[src/logic/qhp_map.svh]
// Constants for the quad UART host bus port: widths, codes and counts.
`ifndef QHP_MAP_SVH
`define QHP_MAP_SVH

// Bus widths.
`define QHP_ADDR_W      3
`define QHP_DATA_W      8
`define QHP_CHAN_W      2
`define QHP_SEL_W       4

// Strap level that picks the separate-strobe bus style.
`define QHP_STYLE_STROBE 1'b1

// Channel codes on the internal register side.
`define QHP_CHAN_A      2'h0
`define QHP_CHAN_B      2'h1
`define QHP_CHAN_C      2'h2
`define QHP_CHAN_D      2'h3

// Positions of the select inputs within the select group.
`define QHP_SEL_A       0
`define QHP_SEL_B       1
`define QHP_SEL_C       2
`define QHP_SEL_D       3

// Width of the bundle of pin inputs that pass the synchroniser.
`define QHP_PIN_W       18

// Reset level of the synchronised pins: strobes, selects and strap idle high.
`define QHP_PIN_RST     18'h3f800

// Edges after reset release before the synchronised strap is trusted.
`define QHP_SETTLE_CNT  2'h3

`endif

[src/logic/qhp_pkg.sv]
// Types shared by the quad UART host bus port.
package qhp_pkg;

    // Access sequencer states, one-hot.
    typedef enum logic [3:0] {
        QHP_IDLE   = 4'b0001,
        QHP_RD_REQ = 4'b0010,
        QHP_RD_DRV = 4'b0100,
        QHP_WR_ACC = 4'b1000
    } qhp_state_e;

    // Channel index on the internal register side.
    typedef logic [1:0] qhp_chan_t;

endpackage

[src/logic/qhp_host_port.sv]
// Host bus port of a four-channel UART: decodes both bus styles into register accesses.
//
// Functional notes
// RULE1: strap high strobes, strap low read/write line.
// RULE2: three address bits pick the channel register.
// RULE3: eight-bit data bus, device drives on reads.
// RULE4: read strobe fall reads, byte driven until rise.
// RULE5: write strobe fall starts, rise loads data byte.
// RULE6: read/write-line style ignores the read strobe.
// RULE7: direction line high reads, low writes.
// RULE8: strobe style answers only the selected channel.
// RULE9: channel A select qualifies every read/write-line access.
// RULE10: channel B select is address bit three.
// RULE11: channel C select is address bit four.
// RULE12: channel D select ignored in read/write-line style.
// RULE13: address bits four, three map channels A-D.
// RULE14: data bus driven only during qualified reads.
`timescale 1ns/1ps
`include "qhp_map.svh"
module qhp_host_port
    import qhp_pkg::*;
(
    input  wire logic                   clk,
    input  wire logic                   rst,
    input  wire logic                   busStyleStrap,
    input  wire logic [`QHP_ADDR_W-1:0] regAddrPin,
    input  wire logic [`QHP_DATA_W-1:0] dataIn,
    output logic      [`QHP_DATA_W-1:0] dataOut_q,
    output logic                        dataOe_q,
    input  wire logic                   read_strobe_n,
    input  wire logic                   write_strobe_n,
    input  wire logic                   chan_a_select_n,
    input  wire logic                   chan_b_select_n,
    input  wire logic                   chan_c_select_n,
    input  wire logic                   chan_d_select_n,
    output logic                        busStyle_q,
    output logic                        portReady_q,
    output logic                        regRdStb_q,
    output logic                        regWrStb_q,
    output qhp_chan_t                   regChan_q,
    output logic      [`QHP_ADDR_W-1:0] regAddr_q,
    output logic      [`QHP_DATA_W-1:0] regWrData_q,
    input  wire logic [`QHP_DATA_W-1:0] regRdData
);

    // Lowest-numbered asserted active-low select wins when several are low.
    function automatic qhp_chan_t selToChan(input logic [`QHP_SEL_W-1:0] selN);
        qhp_chan_t c;
        c = `QHP_CHAN_A;
        if (!selN[`QHP_SEL_A]) begin
            c = `QHP_CHAN_A;
        end else if (!selN[`QHP_SEL_B]) begin
            c = `QHP_CHAN_B;
        end else if (!selN[`QHP_SEL_C]) begin
            c = `QHP_CHAN_C;
        end else begin
            c = `QHP_CHAN_D;
        end
        return c;
    endfunction

    logic [`QHP_PIN_W-1:0]  pinRaw;
    logic [`QHP_PIN_W-1:0]  pinSync;
    logic                   strapS;
    logic                   rdNS;
    logic                   wrNS;
    logic [`QHP_SEL_W-1:0]  selNS;
    logic [`QHP_ADDR_W-1:0] addrS;
    logic [`QHP_DATA_W-1:0] dataS;

    // Every pin input crosses into the clock domain before use.
    assign pinRaw = {busStyleStrap, read_strobe_n, write_strobe_n,
                     chan_d_select_n, chan_c_select_n, chan_b_select_n,
                     chan_a_select_n, regAddrPin, dataIn};

    qhp_sync #(
        .W         (`QHP_PIN_W),
        .RESET_VAL (`QHP_PIN_RST)
    ) pinSyncInst (
        .clk     (clk),
        .rst     (rst),
        .pinIn   (pinRaw),
        .syncOut (pinSync)
    );

    // Split the synchronised bundle back into named pins.
    assign {strapS, rdNS, wrNS, selNS, addrS, dataS} = pinSync;

    logic [1:0] settle_q;
    logic       settled;

    // Hold off until the synchroniser carries real pin levels, then catch the strap once.
    assign settled = (settle_q == `QHP_SETTLE_CNT);

    always_ff @(posedge clk or posedge rst) begin
        if (rst) begin
            settle_q    <= 2'h0;
            busStyle_q  <= `QHP_STYLE_STROBE;
            portReady_q <= 1'b0;
        end else if (!settled) begin
            settle_q <= settle_q + 2'h1;
        end else if (!portReady_q) begin
            busStyle_q  <= strapS; // RULE1
            portReady_q <= 1'b1;
        end
    end

    logic      styleStrobe;
    logic      anySelect;
    logic      strobeRdAct;
    logic      strobeWrAct;
    logic      rwSelect;
    logic      rwDirRead;
    logic      rdActive;
    logic      wrActive;
    qhp_chan_t accChan;

    // Strobe style: a channel's own select qualifies the strobes.
    assign styleStrobe = (busStyle_q == `QHP_STYLE_STROBE); // RULE1
    assign anySelect   = ~&selNS; // RULE8
    assign strobeRdAct = anySelect && !rdNS && wrNS;
    assign strobeWrAct = anySelect && !wrNS && rdNS;

    // Read/write-line style: one select, the write strobe pin as direction.
    assign rwSelect  = !selNS[`QHP_SEL_A]; // RULE9
    assign rwDirRead = wrNS; // RULE7 RULE6 RULE12

    // Qualified access of either style; nothing counts before the strap is caught.
    assign rdActive = portReady_q && (styleStrobe ? strobeRdAct : (rwSelect && rwDirRead));
    assign wrActive = portReady_q && (styleStrobe ? strobeWrAct : (rwSelect && !rwDirRead));

    // Target channel: select decode or the two upper address bits.
    assign accChan = styleStrobe ? selToChan(selNS) // RULE8
                   : {selNS[`QHP_SEL_C], selNS[`QHP_SEL_B]}; // RULE10 RULE11 RULE13

    qhp_state_e             state_q;
    qhp_state_e             state_d;
    logic [`QHP_DATA_W-1:0] wrHold_q;

    // Sequencer: idle, request read, drive read data, collect write data.
    always_comb begin
        state_d = state_q;
        case (state_q)
            QHP_IDLE: begin
                if (rdActive) begin
                    state_d = QHP_RD_REQ; // RULE4
                end else if (wrActive) begin
                    state_d = QHP_WR_ACC; // RULE5
                end
            end
            QHP_RD_REQ: begin
                state_d = QHP_RD_DRV;
            end
            QHP_RD_DRV: begin
                if (!rdActive) begin
                    state_d = QHP_IDLE; // RULE4
                end
            end
            QHP_WR_ACC: begin
                if (!wrActive) begin
                    state_d = QHP_IDLE; // RULE5
                end
            end
            default: begin
                state_d = QHP_IDLE;
            end
        endcase
    end

    logic startAcc;
    logic wrDone;
    logic rdEnd;

    // Events that the register side sees.
    assign startAcc = (state_q == QHP_IDLE) && (rdActive || wrActive);
    assign wrDone   = (state_q == QHP_WR_ACC) && !wrActive;
    assign rdEnd    = (state_q == QHP_RD_DRV) && !rdActive;

    always_ff @(posedge clk or posedge rst) begin
        if (rst) begin
            state_q <= QHP_IDLE;
        end else begin
            state_q <= state_d;
        end
    end

    // Channel and register address are caught when the access opens.
    always_ff @(posedge clk or posedge rst) begin
        if (rst) begin
            regChan_q <= `QHP_CHAN_A;
            regAddr_q <= '0;
        end else if (startAcc) begin
            regChan_q <= accChan;
            regAddr_q <= addrS; // RULE2
        end
    end

    // One-cycle read request as the read access opens.
    always_ff @(posedge clk or posedge rst) begin
        if (rst) begin
            regRdStb_q <= 1'b0;
        end else begin
            regRdStb_q <= (state_q == QHP_IDLE) && rdActive; // RULE4
        end
    end

    // Track the bus byte during the write; the last value before release is loaded.
    always_ff @(posedge clk or posedge rst) begin
        if (rst) begin
            wrHold_q <= '0;
        end else if (wrActive) begin
            wrHold_q <= dataS; // RULE3
        end
    end

    always_ff @(posedge clk or posedge rst) begin
        if (rst) begin
            regWrStb_q  <= 1'b0;
            regWrData_q <= '0;
        end else begin
            regWrStb_q <= wrDone; // RULE5
            if (wrDone) begin
                regWrData_q <= wrHold_q;
            end
        end
    end

    // Read data is captured once and driven until the access ends.
    always_ff @(posedge clk or posedge rst) begin
        if (rst) begin
            dataOut_q <= '0;
            dataOe_q  <= 1'b0;
        end else if (state_q == QHP_RD_REQ) begin
            dataOut_q <= regRdData; // RULE3
            dataOe_q  <= rdActive; // RULE14
        end else if (rdEnd || state_q != QHP_RD_DRV) begin
            dataOe_q <= 1'b0; // RULE14
        end
    end
endmodule

[src/logic/qhp_sync.sv]
// Two-stage synchroniser for a bundle of asynchronous pin inputs.
`timescale 1ns/1ps
module qhp_sync #(
    parameter int                W         = 1,
    parameter logic [W-1:0]      RESET_VAL = '0
) (
    input  wire logic            clk,
    input  wire logic            rst,
    input  wire logic [W-1:0]    pinIn,
    output logic      [W-1:0]    syncOut
);

    logic [W-1:0] stage1_q;

    // The first stage feeds only the second stage.
    always_ff @(posedge clk or posedge rst) begin
        if (rst) begin
            stage1_q <= RESET_VAL;
            syncOut  <= RESET_VAL;
        end else begin
            stage1_q <= pinIn;
            syncOut  <= stage1_q;
        end
    end

endmodule

[config.mk]
export PLATFORM = sky130hd
export DESIGN_NAME = qhp_host_port
export DESIGN_NICKNAME = d
export VERILOG_FILES = /design/src/logic/qhp_pkg.sv /design/src/logic/qhp_host_port.sv /design/src/logic/qhp_sync.sv
export VERILOG_INCLUDE_DIRS = /design/src /design/src/logic
export SDC_FILE = /design/constraint.sdc
export NUM_CORES = 1
export LEC_CHECK = 0
export BUFFER_PORTS_ARGS = -buffer_cell sky130_fd_sc_hd__buf_2
export CELL_PAD_IN_SITES_DETAIL_PLACEMENT = 0
export CELL_PAD_IN_SITES_GLOBAL_PLACEMENT = 1
export CORE_AREA = 2 2 77 87
export DETAILED_ROUTE_END_ITERATION = 6
export DIE_AREA = 0 0 79 89
export PLACE_DENSITY_LB_ADDON = 0.05
export SLEW_MARGIN = 15
export SYNTH_ARGS = -nofsm -noshare
export SYNTH_HDL_FRONTEND = slang
export SYNTH_SLANG_ARGS = --single-unit
[constraint.sdc]
create_clock -name clk -period 3.37 [get_ports clk]
set_input_delay 0.674 -clock clk [delete_from_list [all_inputs] [get_ports clk]]
set_output_delay 0.674 -clock clk [all_outputs]
set_load 0.05 [all_outputs]
==> metrics.txt <==
WHS 0.3451 ns; ratio of cells with drive above 1 in the final layout 56.76%; commonest non-fill, non-tap cells in the layout 60 x dfrtp_1, 53 x buf_2, 31 x mux2_2, 16 x dfstp_2, 11 x clkbuf_8; starting DRC count in detailed routing 47; nets 246; fmax 514.9 MHz; Synth top area share 56.85%; Die Ht 89 microns; Fin Setup TNS 0 ns; H-tree depth 3; CTS Buffer Depth 2; flop and latch count out of synthesis 76; top routing layer in use met4; Post-Route M1 WL 1774 microns; top post-synthesis cells by area dfrtp_1 57%, dfstp_2 16%, mux2_2 13%, o2111ai_4 0.99%, nor2b_1 0.95%; routed wl met2 2127 microns; Post-synth EDFFs 0; Root Buffer Master clkbuf_8; Initial Util 43.44%; largest net degree at the start of global routing 77; Synth Area per Inst 16.93 sq um; Die ar. 7031 sq um; Seq/Total Area, Yosys 72.76%; routed vias/inst 4.748; IO Port Bufs 53; Slew Limit Headroom 66.27%; initial antenna violation count 0; WP data required 2.70 ns; CP bufs+invs 1; Final Cell Area 3178 sq um; status completed; max_cap viols 0; Worst-path clk slew 0.08 ns; via count 1434; Leak 1.471 nW; post-DP HPWL 2905 microns; cells after synthesis 156; largest area contributor in the netlist dfrtp_1; Power Total 2.613 mW; CTS Hold Buffers Added 0; final period utilization 57.63%; 1st-pass router iterations 4; Placement Cell Area 2992 sq um; Area growth syn-to-layout 20.32%; met3 routed WL 228 microns; CTS Sinks 76; Peak supply drop 0.0004050 V; FP Rows 30; CP max-delay cell dfstp_2; # diodes 0; Final setup violation count 0; TritonCTS buffer count 9; CTS tree built; Period minus WS final 1.942 ns; Final Hold Vio Count 0; power per cell area 822.3 nW/um^2; Die Wd 79 microns; CP delay by family, top flip-flops; slowest stage delay, CP 0.64 ns; final antenna-violating net count 0; drt drc 0; I/O Pins 54; first-pass GRT wire length 6900 microns; Mapped Area 2641 sq um; Worst-Skew Late Latency 0.33 ns; Slew Limit Fails 0; Gates resized, CTS repair 0; vias in the first global route 1505; kind of critical path register to output port; Worst Tran Pin Value 0.5054 ns; Post-synth ARST share 100.0%; # fillers 537; RSZ-0062 raised after global routing no; syn_nets 185; drt total wl 4203 microns; CP Cell Sequence buf_2; global-route usage over all layers 13.29%; CP Max Fanout 10; post-synth cell types 36; most common cell after layout, fill and taps aside dfrtp_1; postcts setup bufs 0; Wirelength per Cell 13.92 microns; crit path DAT 1.27 ns; crit start category register; worst setup margin 1.428 ns; Final Wtd Congestion 0.7110; skew final 0.009419 ns; pre-CTS setup slack 1.434 ns; grt total ovfl 0; Core Box Area 6081 sq um; critical path capture point type output port; YS warnings 0; dominant synthesized flop cell dfrtp_1; hold crit path type register to register
stage by stage:
stage	utilization [%]	std cells
final	52.26	302
after floorplan	-	156
after detailed placement	49.20	286
after global routing	52.26	302
after global placement	49.20	286
after CTS	52.26	302
flip-flops by register name (all words and copies together), names as in the netlist:
name / count
busStyle_q: 1
dataOe_q: 1
dataOut_q: 8
pinSyncInst.stage1_q: 18
pinSyncInst.syncOut: 18
portReady_q: 1
regAddr_q: 3
regChan_q: 2
regRdStb_q: 1
regWrData_q: 8
regWrStb_q: 1
settle_q: 2
state_q: 4
wrHold_q: 8
cells by family after synthesis:
kind of cell               Yosys count  synth area share (%)
AOI/OAI and AO/OA                   12                 3.790
xor gates and xnor gates             3                0.9950
adders and majority gates            1                0.4736
buffers and inverters                9                 2.037
DFF                                 76                 72.76
muxes                               31                 13.22
and+or+nand+nor                     24                 6.728
metal layers:
metal	track usage (%)	up-vias
li1	-	662
met2	21.11	39
met5	0	-
met3	4.646	8
met4	7.524	0
met1	15.93	725
path summary, 6_finish.rpt:
kind,cells after the start,slack [ns],end,startpoint
worst min-delay path,0,0.35,pinSyncInst.syncOut[0]$_DFF_PP0_,pinSyncInst.stage1_q[0]$_DFF_PP0_
worst max register to register,4,1.49,wrHold_q[5]$_DFFE_PP0P_,busStyle_q$_DFFE_PP1P_
worst min register to register,0,0.35,pinSyncInst.syncOut[0]$_DFF_PP0_,pinSyncInst.stage1_q[0]$_DFF_PP0_
min in group asynchronous,3,0.42,wrHold_q[5]$_DFFE_PP0P_,rst
max in group asynchronous,3,2.62,pinSyncInst.stage1_q[16]$_DFF_PP1_,rst
worst max-delay path,1,1.43,busStyle_q,busStyle_q$_DFFE_PP1P_
cell type report:
cell class	count	area [sq um]	share of cell area, %
sequential	76	1922	60.47
clock inverter	5	35.03	1.102
clock buffer	11	151.4	4.764
timing repair buffer	54	285.3	8.976
tap	80	100.1	3.150
multi-input combinational	71	665.6	20.94
inverter	5	18.77	0.5906
synthesized netlist by cell type, types with 2 or more instances:
cell	n
dfrtp_1	60
mux2_2	31
dfstp_2	16
inv_1	5
nor2b_1	4
nor4_1	3
o21ai_0	3
a21oi_1	2
nand2_1	2
nand3_1	2
nor2_1	2
xor2_1	2
power breakdown:
| group | switching (mW) | internal, mW | leakage [nW] |
|---|---|---|---|
| clock network | 0.317 | 0.309 | 0.0957 |
| registers | 0.0904 | 1.09 | 0.887 |
| logic | 0.580 | 0.228 | 0.488 |
| total | 0.987 | 1.63 | 1.47 |
Note: power is estimated with default switching activity, not from simulation.
